## src/shared/alu_pkg.sv

```systemverilog
package alu_pkg;

    // ---------------------------------------------------------------
    // instruction word layout
    // ---------------------------------------------------------------
    localparam int INSTR_W = 16;
    localparam int OPC_MSB = 15; // 5-bit opcode
    localparam int OPC_LSB = 11;
    localparam int ROW_MSB = 10; // 3-bit data memory row
    localparam int ROW_LSB = 8;
    localparam int COL_MSB = 7; // 4-bit data memory column
    localparam int COL_LSB = 4;
    localparam int IMM_MSB = 3; // register column or immediate
    localparam int IMM_LSB = 0;

    // ---------------------------------------------------------------
    // opcodes
    // ---------------------------------------------------------------
    localparam logic [4:0] OP_ADD_RM = 5'h03;
    localparam logic [4:0] OP_SUM_CARRY_OP_RM = 5'h02;
    localparam logic [4:0] OP_ADD_MI = 5'h10;
    localparam logic [4:0] OP_SUM_CARRY_OP_MI = 5'h12;
    localparam logic [4:0] OP_SYS = 5'h07;
    localparam logic [2:0] SYS_ROW = 3'h0;
    localparam logic [3:0] SUB_INC_AR = 4'h9;
    localparam logic [3:0] SUB_INC_IX = 4'h8;
    localparam logic [3:0] SYS_LOW = 4'h0;

    // ---------------------------------------------------------------
    // widths
    // ---------------------------------------------------------------
    localparam int NIB = 4;
    localparam int DM_ADDR_W = 11; // bank 4, row 3, column 4
    localparam int IX_W = 12;
    localparam int AR_MAX = 16;
    localparam int PTR_W = 7; // bank 4, row 3

    // ---------------------------------------------------------------
    // register port indices
    // ---------------------------------------------------------------
    localparam logic [3:0] R_PSW = 4'h0;
    localparam logic [3:0] R_MODE = 4'h1;
    localparam logic [3:0] R_BANK = 4'h2;
    localparam logic [3:0] R_RPH = 4'h3;
    localparam logic [3:0] R_RPL = 4'h4;
    localparam logic [3:0] R_MPH = 4'h5;
    localparam logic [3:0] R_MPL = 4'h6;
    localparam logic [3:0] R_IXL = 4'h7;
    localparam logic [3:0] R_IXM = 4'h8;
    localparam logic [3:0] R_IXH = 4'h9;
    localparam logic [3:0] R_AR0 = 4'ha;
    localparam logic [3:0] R_AR3 = 4'hd;

    // ---------------------------------------------------------------
    // field positions and reset values
    // ---------------------------------------------------------------
    localparam int PSW_DEC = 0;
    localparam int PSW_DISC = 1;
    localparam int PSW_CY = 2;
    localparam int PSW_Z = 3;
    localparam int MODE_IXE = 0;
    localparam int MODE_MPE = 1;
    localparam logic [3:0] RST_NIB = 4'h0;
    localparam logic [4:0] BCD_LIMIT = 5'h09;
    localparam logic [4:0] BCD_ADJ = 5'h06;

endpackage

```

## src/shared/alu_if.sv

```systemverilog
`timescale 1ns/1ps
// operands in, sum and carry out of the nibble adder
interface alu_if;
    import alu_pkg::*;
    logic [NIB-1:0] a; // first addend
    logic [NIB-1:0] b; // second addend
    logic cin; // carry in
    logic dec; // decimal digit mode
    logic [NIB-1:0] sum; // result nibble
    logic cout; // carry out
    modport calc (input a, input b, input cin, input dec,
                  output sum, output cout);
    modport user (output a, output b, output cin, output dec,
                  input sum, input cout);
endinterface

```

## src/verilog/nibble_adder.sv

```systemverilog
`timescale 1ns/1ps
module nibble_adder
    import alu_pkg::*;
(
    alu_if.calc p
);
    // ---------------------------------------------------------------
    // binary or decimal nibble addition
    // ---------------------------------------------------------------
    logic [NIB:0] raw; // plain binary sum with carry
    logic [NIB:0] adj; // decimal corrected sum

    // a decimal digit above nine wraps by adding six and carries out
    always_comb begin
        raw = {1'b0, p.a} + {1'b0, p.b} + {{NIB{1'b0}}, p.cin};
        adj = raw + BCD_ADJ;
        if (p.dec && (raw > BCD_LIMIT)) begin
            p.sum = adj[NIB-1:0];
            p.cout = 1'b1;
        end else begin
            p.sum = raw[NIB-1:0];
            p.cout = raw[NIB];
        end
    end
endmodule

```

## src/verilog/nibble_add_increment_alu.sv

```systemverilog
// Decided for this implementation: the register offsets and the strobed register port.
`timescale 1ns/1ps
// Summary of operation
// - add immediate to memory, write sum back
// - discard flag set: no write, flags still updated
// - carry flag follows nibble carry out
// - nonzero result always clears null flag
// - zero result, discard clear: set null flag
// - zero result, discard set: null flag kept
// - decimal mode flag selects decimal digit arithmetic
// - register plus memory plus carry into register
// - memory plus immediate plus carry into memory
// - register operand uses low four address bits
// - index enable ORs index into memory address
// - pointer select clear ignores memory pointer
// - increment address register by one
// - address register increments as AR_WIDTH-bit value
// - increment index register by one
// - index register increments as 12-bit value
// - address register width is a parameter
module nibble_add_increment_alu
    import alu_pkg::*;
#(parameter int AR_WIDTH = AR_MAX)
(
    input wire logic CLK,
    input wire logic NRST,
    input wire logic EXEC,
    input wire logic [INSTR_W-1:0] INSTR,
    output logic BUSY,
    output logic DONE,
    output logic [DM_ADDR_W-1:0] MEM_ADDR,
    output logic MEM_RD,
    output logic MEM_WR,
    output logic [NIB-1:0] MEM_WDATA,
    input wire logic [NIB-1:0] MEM_RDATA,
    input wire logic [3:0] REG_ADDR,
    input wire logic [NIB-1:0] REG_WDATA,
    input wire logic REG_WR,
    input wire logic REG_RD,
    output logic [NIB-1:0] REG_RDATA,
    output logic CARRY,
    output logic ZERO,
    output logic [PTR_W-1:0] PTR_BASE
);
    // ---------------------------------------------------------------
    // reset release, state, decode and adder
    // ---------------------------------------------------------------
    logic rst_meta_ff; // first stage, read only by second
    logic rst_n; // synchronised active-low reset
    // release is synchronous so no flop sees a runt edge
    always_ff @(posedge CLK or negedge NRST) begin
        if (!NRST) begin
            rst_meta_ff <= 1'b0;
            rst_n <= 1'b0;
        end else begin
            rst_meta_ff <= 1'b1;
            rst_n <= rst_meta_ff;
        end
    end

    typedef enum {S_IDLE, S_MRD, S_MCAP, S_RRD, S_RCAP, S_EXE} state_e;
    state_e state_ff; // sequencer of one add
    logic dec_ff; // decimal mode flag
    logic discard_ff; // result discard flag
    logic carry_ff; // carry flag
    logic zero_ff; // null result flag
    logic ixe_ff; // index address enable
    logic mpe_ff; // pointer select enable
    logic [NIB-1:0] bank_ff; // data memory bank
    logic [NIB-1:0] rph_ff; // general register bank
    logic [2:0] rpl_ff; // general register row
    logic [PTR_W-1:0] mp_ff; // memory pointer
    logic [IX_W-1:0] ix_ff; // index register
    logic [AR_MAX-1:0] ar_ff; // address register
    logic rform_ff; // operand pair is register and memory
    logic use_cy_ff; // carry flag joins the sum
    logic [NIB-1:0] imm_ff; // immediate field
    logic [NIB-1:0] opa_ff; // first addend
    logic [NIB-1:0] opb_ff; // second addend
    logic [DM_ADDR_W-1:0] madr_ff; // effective memory address
    logic [DM_ADDR_W-1:0] radr_ff; // general register address
    logic busy_ff;
    logic done_ff;
    logic [DM_ADDR_W-1:0] mem_addr_ff;
    logic mem_rd_ff;
    logic mem_wr_ff;
    logic [NIB-1:0] mem_wdata_ff;
    logic [NIB-1:0] rdata_ff;
    logic [PTR_W-1:0] ptr_base_ff;

    logic [4:0] opc; // opcode field of the offered word
    logic is_sys; // system group with fixed fields
    logic take; // a word is accepted this cycle
    logic add_go; // accepted add
    logic inc_ar_go; // accepted address register increment
    logic inc_ix_go; // accepted index register increment
    logic [DM_ADDR_W-1:0] nxt_madr; // effective operand address
    logic [AR_MAX-1:0] ar_mask; // implemented address bits
    logic [AR_MAX-1:0] nxt_ar;
    logic [IX_W-1:0] nxt_ix;
    assign opc = INSTR[OPC_MSB:OPC_LSB];
    assign take = EXEC && (state_ff == S_IDLE);
    assign is_sys = (opc == OP_SYS) && (INSTR[ROW_MSB:ROW_LSB] == SYS_ROW)
        && (INSTR[IMM_MSB:IMM_LSB] == SYS_LOW);
    assign add_go = take && ((opc == OP_ADD_RM) || (opc == OP_SUM_CARRY_OP_RM) ||
        (opc == OP_ADD_MI) || (opc == OP_SUM_CARRY_OP_MI));
    assign inc_ar_go = take && is_sys &&
        (INSTR[COL_MSB:COL_LSB] == SUB_INC_AR);
    assign inc_ix_go = take && is_sys &&
        (INSTR[COL_MSB:COL_LSB] == SUB_INC_IX);
    // the index ORs into the memory operand only
    assign nxt_madr = {bank_ff, INSTR[ROW_MSB:ROW_LSB],
        INSTR[COL_MSB:COL_LSB]} |
        (ixe_ff ? ix_ff[DM_ADDR_W-1:0] : '0);
    // unimplemented address register bits stay at zero
    assign ar_mask = AR_MAX'((32'h1 << AR_WIDTH) - 32'h1);
    // whole-word increments carry through every nibble at once
    assign nxt_ar = (ar_ff + AR_MAX'(1)) & ar_mask;
    assign nxt_ix = ix_ff + IX_W'(1);
    alu_if add_io (); // nibble adder operands and result
    assign add_io.a = opa_ff;
    assign add_io.b = opb_ff;
    assign add_io.cin = use_cy_ff & carry_ff;
    assign add_io.dec = dec_ff;
    nibble_adder u_add (
        .p (add_io.calc)
    );

    // ---------------------------------------------------------------
    // sequencer and memory port
    // ---------------------------------------------------------------
    // memory read, optional register read, then sum and write-back
    always_ff @(posedge CLK or negedge rst_n) begin
        if (!rst_n) begin
            state_ff <= S_IDLE;
            rform_ff <= 1'b0;
            use_cy_ff <= 1'b0;
            imm_ff <= RST_NIB;
            opa_ff <= RST_NIB;
            opb_ff <= RST_NIB;
            madr_ff <= '0;
            radr_ff <= '0;
            mem_addr_ff <= '0;
            mem_rd_ff <= 1'b0;
            mem_wr_ff <= 1'b0;
            mem_wdata_ff <= RST_NIB;
            done_ff <= 1'b0;
            busy_ff <= 1'b0;
        end else begin
            mem_rd_ff <= 1'b0;
            mem_wr_ff <= 1'b0;
            done_ff <= 1'b0;
            case (state_ff)
                S_IDLE: begin
                    if (add_go) begin
                        rform_ff <= !opc[4];
                        use_cy_ff <= (opc == OP_SUM_CARRY_OP_RM) ||
                            (opc == OP_SUM_CARRY_OP_MI);
                        imm_ff <= INSTR[IMM_MSB:IMM_LSB];
                        madr_ff <= nxt_madr;
                        mem_addr_ff <= nxt_madr;
                        // only the low four bits name the column
                        radr_ff <= {rph_ff, rpl_ff,
                            INSTR[IMM_MSB:IMM_LSB]};
                        mem_rd_ff <= 1'b1;
                        busy_ff <= 1'b1;
                        state_ff <= S_MRD;
                    end else if (inc_ar_go || inc_ix_go) begin
                        done_ff <= 1'b1;
                    end
                end
                S_MRD: state_ff <= S_MCAP;
                S_MCAP: begin
                    opa_ff <= MEM_RDATA;
                    if (rform_ff) begin
                        opb_ff <= MEM_RDATA;
                        mem_addr_ff <= radr_ff;
                        mem_rd_ff <= 1'b1;
                        state_ff <= S_RRD;
                    end else begin
                        opb_ff <= imm_ff;
                        state_ff <= S_EXE;
                    end
                end
                S_RRD: state_ff <= S_RCAP;
                S_RCAP: begin
                    opa_ff <= MEM_RDATA;
                    state_ff <= S_EXE;
                end
                S_EXE: begin
                    // a compare run keeps its destination untouched
                    if (!discard_ff) begin
                        mem_addr_ff <= rform_ff ? radr_ff : madr_ff;
                        mem_wdata_ff <= add_io.sum;
                        mem_wr_ff <= 1'b1;
                    end
                    done_ff <= 1'b1;
                    busy_ff <= 1'b0;
                    state_ff <= S_IDLE;
                end
                default: begin
                    busy_ff <= 1'b0;
                    state_ff <= S_IDLE;
                end
            endcase
        end
    end

    // ---------------------------------------------------------------
    // status flags and modes
    // ---------------------------------------------------------------
    // the adder wins over a software write landing in the same cycle
    always_ff @(posedge CLK or negedge rst_n) begin
        if (!rst_n) begin
            carry_ff <= 1'b0;
            zero_ff <= 1'b0;
            dec_ff <= 1'b0;
            discard_ff <= 1'b0;
        end else begin
            if (REG_WR && (REG_ADDR == R_PSW)) begin
                dec_ff <= REG_WDATA[PSW_DEC];
                discard_ff <= REG_WDATA[PSW_DISC];
            end
            if (state_ff == S_EXE) begin
                carry_ff <= add_io.cout;
                if (add_io.sum != RST_NIB) begin
                    zero_ff <= 1'b0;
                end else if (!discard_ff) begin
                    zero_ff <= 1'b1;
                end
                // zero with discard set keeps the flag
            end else if (REG_WR && (REG_ADDR == R_PSW)) begin
                carry_ff <= REG_WDATA[PSW_CY];
                zero_ff <= REG_WDATA[PSW_Z];
            end
        end
    end
    always_ff @(posedge CLK or negedge rst_n) begin
        if (!rst_n) begin
            ixe_ff <= 1'b0;
            mpe_ff <= 1'b0;
            bank_ff <= RST_NIB;
            rph_ff <= RST_NIB;
            rpl_ff <= '0;
            mp_ff <= '0;
        end else if (REG_WR) begin
            case (REG_ADDR)
                R_MODE: begin
                    ixe_ff <= REG_WDATA[MODE_IXE];
                    mpe_ff <= REG_WDATA[MODE_MPE];
                end
                R_BANK: bank_ff <= REG_WDATA;
                R_RPH: rph_ff <= REG_WDATA;
                R_RPL: rpl_ff <= REG_WDATA[2:0];
                R_MPH: mp_ff[PTR_W-1:3] <= REG_WDATA;
                R_MPL: mp_ff[2:0] <= REG_WDATA[2:0];
                default: ;
            endcase
        end
    end
    // ---------------------------------------------------------------
    // index and address registers
    // ---------------------------------------------------------------
    always_ff @(posedge CLK or negedge rst_n) begin
        if (!rst_n) begin
            ix_ff <= '0;
        end else if (inc_ix_go) begin
            ix_ff <= nxt_ix;
        end else if (REG_WR && (REG_ADDR == R_IXL)) begin
            ix_ff[3:0] <= REG_WDATA;
        end else if (REG_WR && (REG_ADDR == R_IXM)) begin
            ix_ff[7:4] <= REG_WDATA;
        end else if (REG_WR && (REG_ADDR == R_IXH)) begin
            ix_ff[11:8] <= REG_WDATA;
        end
    end
    always_ff @(posedge CLK or negedge rst_n) begin
        if (!rst_n) begin
            ar_ff <= '0;
        end else if (inc_ar_go) begin
            ar_ff <= nxt_ar;
        end else if (REG_WR && (REG_ADDR >= R_AR0) &&
                     (REG_ADDR <= R_AR3)) begin
            // each nibble loads alone; missing bits are masked off
            for (int i = 0; i < AR_MAX / NIB; i++) begin
                if (REG_ADDR[1:0] == 2'(i + 2)) begin
                    ar_ff[i*NIB +: NIB] <= REG_WDATA &
                        ar_mask[i*NIB +: NIB];
                end
            end
        end
    end
    // ---------------------------------------------------------------
    // read port and pointer output
    // ---------------------------------------------------------------
    // read data stands only in the cycle after the strobe
    always_ff @(posedge CLK or negedge rst_n) begin
        if (!rst_n) begin
            rdata_ff <= RST_NIB;
        end else if (REG_RD) begin
            case (REG_ADDR)
                R_PSW: rdata_ff <= {zero_ff, carry_ff, discard_ff, dec_ff};
                R_MODE: rdata_ff <= {2'h0, mpe_ff, ixe_ff};
                R_BANK: rdata_ff <= bank_ff;
                R_RPH: rdata_ff <= rph_ff;
                R_RPL: rdata_ff <= {1'b0, rpl_ff};
                R_MPH: rdata_ff <= mp_ff[PTR_W-1:3];
                R_MPL: rdata_ff <= {1'b0, mp_ff[2:0]};
                R_IXL: rdata_ff <= ix_ff[3:0];
                R_IXM: rdata_ff <= ix_ff[7:4];
                R_IXH: rdata_ff <= ix_ff[11:8];
                4'ha: rdata_ff <= ar_ff[3:0];
                4'hb: rdata_ff <= ar_ff[7:4];
                4'hc: rdata_ff <= ar_ff[11:8];
                R_AR3: rdata_ff <= ar_ff[15:12];
                default: rdata_ff <= RST_NIB;
            endcase
        end else begin
            rdata_ff <= RST_NIB;
        end
    end
    // base row for general register indirect transfers
    always_ff @(posedge CLK or negedge rst_n) begin
        if (!rst_n) begin
            ptr_base_ff <= '0;
        end else begin
            ptr_base_ff <= mpe_ff ? mp_ff : {bank_ff, rpl_ff};
        end
    end
    assign BUSY = busy_ff;
    assign DONE = done_ff;
    assign MEM_ADDR = mem_addr_ff;
    assign MEM_RD = mem_rd_ff;
    assign MEM_WR = mem_wr_ff;
    assign MEM_WDATA = mem_wdata_ff;
    assign REG_RDATA = rdata_ff;
    assign CARRY = carry_ff;
    assign ZERO = zero_ff;
    assign PTR_BASE = ptr_base_ff;
endmodule

```

## config.mk

```make
export PLATFORM = sky130hd
export DESIGN_NAME = nibble_add_increment_alu
export DESIGN_NICKNAME = d
export VERILOG_FILES = /design/src/shared/alu_pkg.sv /design/src/shared/alu_if.sv /design/src/verilog/nibble_adder.sv /design/src/verilog/nibble_add_increment_alu.sv
export SDC_FILE = /design/constraint.sdc
export NUM_CORES = 1
export LEC_CHECK = 0
export ABC_CLOCK_PERIOD_IN_PS = 3400
export CELL_PAD_IN_SITES_DETAIL_PLACEMENT = 0
export CELL_PAD_IN_SITES_GLOBAL_PLACEMENT = 2
export CORE_AREA = 2 2 157 121
export DETAILED_ROUTE_END_ITERATION = 10
export DIE_AREA = 0 0 159 123
export DONT_BUFFER_PORTS = 1
export PLACE_DENSITY = 0.73
export SLEW_MARGIN = 40
export SYNTH_ARGS = -nofsm -noshare
export SYNTH_HDL_FRONTEND = slang
export SYNTH_HIERARCHICAL = 1
export SYNTH_SLANG_ARGS = --single-unit
```

## constraint.sdc

```tcl
create_clock -name CLK -period 3.4 [get_ports CLK]
set_input_delay 0.68 -clock CLK [delete_from_list [all_inputs] [get_ports CLK]]
set_output_delay 0.68 -clock CLK [all_outputs]
set_load 0.03 [all_outputs]
```

* Word-level counts from Yosys, hierarchy flattened
Cells that the tools add are included.
** Storage, ports and cells
- Output and inout bits :: 32
- Flip-flop bits (word level) :: 152
- Word-level logic and storage cells :: 182
- Bits of input ports :: 33
** Operators by class
- Eq/ne operators :: 35
- $add $sub $neg :: 5
- Reduce and logical (&&, ||, !) cells :: 56
- Muxes and demuxes :: 43
- Bitwise logic cells :: 4
- Magnitude comparators :: 3
** Operators with widths (count)
- one-hot mux 32 bit (5 select lines) :: 1
- equality test 32 x 2 -> 1 bit, second input constant :: 2
- equality test 32 x 3 -> 1 bit, second input constant :: 2
- zero test 32 bit :: 2
- one-hot mux 4 bit (14 select lines) :: 1
- 2-to-1 mux 11 bit :: 5
- 2-to-1 mux 4 bit :: 11
- one-hot mux 11 bit (3 select lines) :: 1
- equality test 32 x 1 -> 1 bit, second input constant :: 1
- equality test 32 x 4 -> 1 bit, second input constant :: 1
- equality test 4 bit, second input constant :: 8
- 2-to-1 mux 16 bit :: 2
- 2-to-1 mux 32 bit :: 1
- AND reduction 2 bit :: 15
- nonzero test 2 bit :: 9
- adder 16 x 1 -> 16 bit, second input constant :: 1
- equality test 4 x 3 -> 1 bit, second input constant :: 4
- logical AND 1 bit :: 14
- 2-to-1 mux 1 bit :: 14
- adder 12 x 1 -> 12 bit, second input constant :: 1
- 2-to-1 mux 12 bit :: 1
- bitwise OR 11 bit :: 1
- equality test 5 x 2 -> 1 bit, second input constant :: 2
- equality test 5 bit, second input constant :: 2
- other kinds (30) :: 44

* Depth between registers and ports, before layout
- Depth in word-level cells :: 9
- Mapped depth :: 13
- Mapped depth without buffers :: 13

* Cells and area by module
The synthesis kept the hierarchy.
** Modules (own cells, without submodules)
- nibble_add_increment_alu :: seq. area each 2977.9 µm², area an instance 6286.0 µm², instances 1, cells an instance 632
- nibble_adder :: seq. area each 0.0 µm², area an instance 242.7 µm², instances 1, cells an instance 29

* Worst setup path after synthesis
Ideal clock, no wire load.
- Path type :: register to register
- From :: register carry_ff (netlist: CARRY)
- To :: register zero_ff (netlist: ZERO)
- Buffers on the path :: 0
- Cell stages (with the launch flop) :: 14
- Data arrival time :: 3.269 ns
- Clock period less this slack :: 3.352 ns
- Setup time :: 0.083 ns
- Setup slack :: 0.048 ns
- Required time :: 3.317 ns
- Path through :: dfrtp_1 and2_1 fa_1 fa_1 xnor2_1 ha_1 nand2_1 a32o_1 o31ai_1 nand2_1 xnor2_1 o41ai_1 o221ai_1 o21ai_0
** On the way
- Cells in the longest elaborated chain, start to end :: 8
- Elaborated cells between the ends (all ways) :: 11
- Classes of those cells :: 2 x add/sub; 1 x order compare; 1 x eq/ne; 3 x mux; 1 x bitwise; 3 x reduce/logical
** Ends and longest elaborated chain
- start, declared :: RTL line nibble_add_increment_alu.sv:65 : logic carry_ff;
- start signal, assigned :: RTL line nibble_add_increment_alu.sv:225 : carry_ff <= add_io.cout;
- start signal, assigned :: RTL line nibble_add_increment_alu.sv:233 : carry_ff <= REG_WDATA[PSW_CY];
- AND 1 bit * :: RTL line nibble_add_increment_alu.sv:123 : assign add_io.cin = use_cy_ff & carry_ff;
- net add_io.cin :: RTL line alu_if.sv:7 : logic cin;
- adder 5 x 1 -> 5 bit * :: RTL line nibble_adder.sv:15 : raw = {1'b0, p.a} + {1'b0, p.b} + {{NIB{1'b0}}, p.cin};
- greater-than comparator 5 x 4 -> 1 bit :: RTL line nibble_adder.sv:17 : if (p.dec && (raw > BCD_LIMIT)) begin
- logical AND 1 bit :: RTL line nibble_adder.sv:17
- 2-to-1 mux 4 bit * :: RTL line nibble_adder.sv:17
- net add_io.sum[1] :: RTL line alu_if.sv:9 : logic [NIB-1:0] sum;
- nonzero test 4 bit * :: RTL line nibble_add_increment_alu.sv:226 : if (add_io.sum != RST_NIB) begin
- != test 3 x 2 -> 1 bit (no line) / 2-to-1 mux 1 bit (equally long branches)
- AND reduction 2 bit (no line) / 2-to-1 mux 1 bit (equally long branches)
- end signal, assigned :: RTL line nibble_add_increment_alu.sv:234 : zero_ff <= REG_WDATA[PSW_Z];
- end, declared :: RTL line nibble_add_increment_alu.sv:66 : logic zero_ff;
The timed path passes the listed nets; every way through them passes the cells marked *.
A chain may end at the register's enable or synchronous reset.

* Final worst setup path
- From :: register use_cy_ff
- To :: register zero_ff (netlist: ZERO)
** On the way
- Cells in the longest elaborated chain, start to end :: 8
- Elaborated cells between the ends (all ways) :: 11
- Classes of those cells :: 2 x add/sub; 1 x order compare; 1 x eq/ne; 3 x mux; 1 x bitwise; 3 x reduce/logical
** Ends and longest elaborated chain
- start, declared :: RTL line nibble_add_increment_alu.sv:76 : logic use_cy_ff;
- start signal, assigned :: RTL line nibble_add_increment_alu.sv:157 : use_cy_ff <= (opc == OP_SUM_CARRY_OP_RM) ||
- AND 1 bit * :: RTL line nibble_add_increment_alu.sv:123
- net add_io.cin :: RTL line alu_if.sv:7
- adder 5 x 1 -> 5 bit * :: RTL line nibble_adder.sv:15
- greater-than comparator 5 x 4 -> 1 bit :: RTL line nibble_adder.sv:17
- logical AND 1 bit :: RTL line nibble_adder.sv:17
- 2-to-1 mux 4 bit * :: RTL line nibble_adder.sv:17
- net add_io.sum[1] :: RTL line alu_if.sv:9
- nonzero test 4 bit * :: RTL line nibble_add_increment_alu.sv:226
- != test 3 x 2 -> 1 bit (no line) / 2-to-1 mux 1 bit (equally long branches)
- AND reduction 2 bit (no line) / 2-to-1 mux 1 bit (equally long branches)
Marked as above.

==> impl_summary.log <==
[metrics] worst hold path cell count: 0
[metrics] met2 track utilization from global routing: between 30% and 40%
[metrics] worst path cell trace: and2_1 -> fa_2 -> fa_2 -> inv_1 -> ha_1 -> a32o_1 -> o31ai_1 -> nand2_1 -> xnor2_1 -> o41ai_2 -> o221ai_1 -> o21ai_0
[metrics] die boundary height: about 120 microns
[metrics] H-Tree Level Count: 4
[metrics] worst reg2reg path depth: 12
[metrics] horizontal die dimension: around 160 microns
[metrics] sum of negative setup slack: 0 ps
[metrics] antenna violation net count after detailed routing: 0
[metrics] Clock Tree Buf Depth: 2
[metrics] die area: a little under 20,000 sq um
[metrics] peak clock frequency supported by timing: ~310 MHz
[metrics] register-to-register setup slack: around 170 ps
[metrics] Mapped Cells: roughly 660
[metrics] cell area after technology mapping: 6529 sq um
[metrics] insertion delay to the later sink of the worst-skew pair: ~420 ps
[metrics] GR Layer Usage met3: approximately 4.6%
[metrics] clock slew at reported path FFs: 50 ps
[metrics] leakage component of the power: 3.136 nW
[metrics] average detailed-routed wire length per instance: 21.36 microns
[metrics] combinational group share of total power: between 20 and 30%
[metrics] detailed-router iteration count before antenna repair: 5
[metrics] headroom to the max-slew limit: between 50% and 60%
[metrics] Global Route Usage Sum: approximately 20%
[metrics] root buffer selected by CTS: sky130_fd_sc_hd__clkbuf_16
[metrics] dominant cell by count in the synthesized netlist: sky130_fd_sc_hd__dfrtp_1
[metrics] global-route wire length before repair: 30,480 microns
[metrics] Setup-failing EPs final: 0
[metrics] largest net degree at the start of global routing: 67
[metrics] layout cell share with drive strength beyond 1: approximately 17%
[metrics] CTS Sinks: 119
[metrics] number of buffers and inverters on the critical path: 1
[metrics] post-detailed-placement half-perimeter wirelength: between 10,000 and 15,000 microns
[metrics] skew final: 10.09 ps
[metrics] 1st-iter DRT viols: ~480
[metrics] number of global-route vias before repair: ~5,000
[metrics] Final Max Slew Viols: 0
[metrics] WS Path Type: register to register
[metrics] clock tree from TritonCTS: done
[metrics] Final Hold Violating Endpoints: 0
[metrics] GR Util met1: between 20% and 30%
[metrics] DRC Markers: 0
[metrics] result of the run: completed
[metrics] I/O pin count: 65
[metrics] total wire length after detailed routing: 19,400 microns
[metrics] number of I/O port buffers: 0
[metrics] r2r startpoint: use_cy_ff$_DFFE_PN0P_
[metrics] Critical Path Max Stage Delay: between 500 and 600 ps
[metrics] Vias per Instance: ~5.7
[metrics] number of enable flip-flop cells after synthesis: 0
[metrics] data required time of the worst path: between 3000 and 4000 ps
[metrics] Post-Syn Area per Cell: a little under 10 sq um
[metrics] dominant synthesized flop cell: sky130_fd_sc_hd__dfrtp_1
[metrics] endpoint of the worst register-to-register path: ZERO$_DFFE_PN0P_
[metrics] Worst-Margin Slew: 726.4 ps
[metrics] number of nets in the synthesized netlist: ~700
[metrics] total congestion overflow: 0
[metrics] post-synthesis sequential area ratio: between 40% and 50%
[metrics] distinct cell type count after synthesis: slightly above 60
[metrics] highest fanout seen on the critical path: 4
[metrics] P_sw: around 0.0024 W
[metrics] starting density of the core: between 30% and 40%
[metrics] net switching fraction of the power: 37.62%
[metrics] top cell types by occurrence after synthesis: 119 x sky130_fd_sc_hd__dfrtp_1, 79 x sky130_fd_sc_hd__nand2_1, 52 x sky130_fd_sc_hd__mux2_2, 47 x sky130_fd_sc_hd__nand3_1, 42 x sky130_fd_sc_hd__nor2_1
[metrics] P&R area growth vs syn: 12.57%
[metrics] final critical-path share of the clock period: a little over nine tenths
[metrics] ranking of synthesized cells by area: sky130_fd_sc_hd__dfrtp_1 46%, sky130_fd_sc_hd__mux2_2 9.0%, sky130_fd_sc_hd__mux2i_1 4.8%
[metrics] power density over cell area: around 860 nW/um^2
[metrics] kind of path behind the tightest hold check: register to register
[metrics] Max rail drop VDD: between 500 and 600 uV
[metrics] cell-internal power: 0.003925 W
[metrics] antenna violations before repair: 0
[metrics] Crit path top cell by count: sky130_fd_sc_hd__fa_2
[metrics] Worst Setup Slack, final: 173.5 ps
[metrics] post-route design area: ~7300 sq um
[metrics] Tmin final: approximately 3200 ps
[metrics] cell with the biggest individual delay on the critical path: sky130_fd_sc_hd__fa_2
[metrics] WP data arrival: ~3600 ps
[metrics] Net count, final: between 600 and 700
[metrics] core outline area: between 15,000 and 20,000 sq um
[metrics] critical path startpoint category: register
[metrics] RePlAce Congestion: between 0.8 and 0.9
[metrics] proportion of netlist area held by the largest area contributor: 45.61%
[metrics] site row count: 43
[metrics] hold endpoint: rst_n$_DFF_PN0_
[metrics] YS warnings: 6
[metrics] Largest delay share family, worst path: adder cells
[metrics] launch point of the worst hold path: rst_meta_ff$_DFF_PN0_
[metrics] via count: approximately 5,200
[metrics] count of maximum capacitance violations: 0
[metrics] largest area contributor in the synthesized netlist: sky130_fd_sc_hd__dfrtp_1
[metrics] fraction of registers with async set/reset: 100.0%
[metrics] number of antenna diodes: 0
[metrics] Post-Place Worst Slack: 37.50 ps
[metrics] Top Usage Layer GRT: met2
[metrics] Placed Area: about 6700 sq um
[metrics] post-synthesis register bit count: 119
[metrics] number of buffers inserted to repair setup after CTS: 0
[metrics] sequential fraction of design power: ~43%
[metrics] clock share of power: between 20% and 30%
[metrics] number of clock buffers inserted by TritonCTS: 17
[metrics] endpoint kind of the worst setup timing path: register
## state kept, by name, summed over array words and instances (netlist names), 3 cells and up
| name | flops |
|---|---|
| madr_ff | 11 |
| mp_ff | 7 |
| MEM_WDATA | 4 |
| REG_RDATA | 4 |
| ar_ff | 16 |
| radr_ff | 8 |
| imm_ff | 3 |
| MEM_ADDR | 11 |
| add_io.a | 4 |
| rph_ff | 4 |
| rpl_ff | 3 |
| ix_ff | 12 |
| state_ff | 3 |
| add_io.b | 4 |
| PTR_BASE | 7 |
| bank_ff | 4 |
## metrics by stage
| stage | utilization [%] | instances | power (W) | hold slack [ps] |
|---|---|---|---|---|
| 3_3_place_gp | 37.25 | 876 | 0.004338 | 340.0 |
| 4_1_cts | 40.53 | 908 | 0.006247 | 358.0 |
| 2_1_floorplan | - | 661 | 0.003879 | 331.1 |
| 3_5_place_dp | 37.26 | 876 | 0.004431 | 337.8 |
| 5_1_grt | 40.66 | 908 | 0.006674 | 358.4 |
| 6_report | 40.66 | 908 | 0.006293 | 352.6 |
## power by group through the flow
stage	registers, W	clock network (W)	logic, W
3_3_place_gp	0.00272	0	0.00162
2_1_floorplan	0.00249	0	0.00139
4_1_cts	0.00271	0.00183	0.00170
3_5_place_dp	0.00273	0	0.00170
5_1_grt	0.00279	0.00191	0.00197
6_report	0.00272	0.00180	0.00177
## worst max-delay path by stage
stage / start / endpoint / slack (ps) / cells after the start
after floorplan: CARRY$_DFFE_PN0P_ / ZERO$_DFFE_PN0P_ / 50 / 13
after global placement: use_cy_ff$_DFFE_PN0P_ / ZERO$_DFFE_PN0P_ / 110 / 13
after detailed placement: use_cy_ff$_DFFE_PN0P_ / ZERO$_DFFE_PN0P_ / 40 / 13
final: use_cy_ff$_DFFE_PN0P_ / ZERO$_DFFE_PN0P_ / 170 / 12
after global routing: use_cy_ff$_DFFE_PN0P_ / ZERO$_DFFE_PN0P_ / -7 / 12
after CTS: use_cy_ff$_DFFE_PN0P_ / ZERO$_DFFE_PN0P_ / 10 / 13
## worst register-to-register path, cell delays in order, from the launching register on
cell,delay (ps)
sky130_fd_sc_hd__dfrtp_1,380
sky130_fd_sc_hd__and2_1,180
sky130_fd_sc_hd__fa_2,360
sky130_fd_sc_hd__fa_2,560
sky130_fd_sc_hd__inv_1,90
sky130_fd_sc_hd__ha_1,210
sky130_fd_sc_hd__a32o_1,240
sky130_fd_sc_hd__o31ai_1,240
sky130_fd_sc_hd__nand2_1,130
sky130_fd_sc_hd__xnor2_1,180
sky130_fd_sc_hd__o41ai_2,330
sky130_fd_sc_hd__o221ai_1,150
sky130_fd_sc_hd__o21ai_0,100
## cell type report
| type | instances | area, sq um |
|---|---|---|
| multi-input cells | 487 | 3328 |
| repair buffers | 12 | 105.1 |
| fillers | 1778 | 10730 |
| inverters | 12 | 45.04 |
| flip-flops and latches | 119 | 2982 |
| clock buffers | 22 | 454.2 |
| clock inverters | 9 | 126.4 |
| well taps | 247 | 309.0 |
## repair_timing
action / CTS / global route
endpoints found under the setup margin: 0 / 1
resized for setup: 0 / 4
endpoints found under the hold margin: 2 / 0
hold buffers: 1 / 0
## kinds of logic (layout without fill, tap and decap cells)
family | Yosys count | after routing | synth area share [%]
other | 1 | 1 | 0.05744
xor gates and xnor gates | 2 | 2 | 0.2684
muxes | 86 | 86 | 14.76
adders and majority gates | 9 | 9 | 1.955
DFF | 119 | 119 | 45.61
AOI/OAI and AO/OA | 124 | 124 | 13.07
buffers and inverters | 55 | 55 | 3.871
and+or+nand+nor | 265 | 265 | 20.41
## layout by cell type (no fill, tap or decap), drive strengths merged, types with 12 or more instances in the layout
| cell type | Yosys | final |
|---|---|---|
| o21ai | 34 | 34 |
| nand3 | 47 | 47 |
| inv | 12 | 12 |
| nor2 | 42 | 42 |
| a21oi | 32 | 32 |
| clkbuf | 32 | 22 |
| nand2 | 79 | 79 |
| mux2i | 31 | 31 |
| dfrtp | 119 | 119 |
| mux2 | 52 | 52 |
| nor3 | 18 | 18 |
| and3 | 14 | 14 |
## per-layer routing
layer  part of all wire (%)  vias to the layer above
li1                       -                     2383
met1                     49                     2661
met2                     45                      128
met3                    4.8                       17
met4                    1.2                        0
met5                      0                        -
Power figures use the tool's default switching activity.
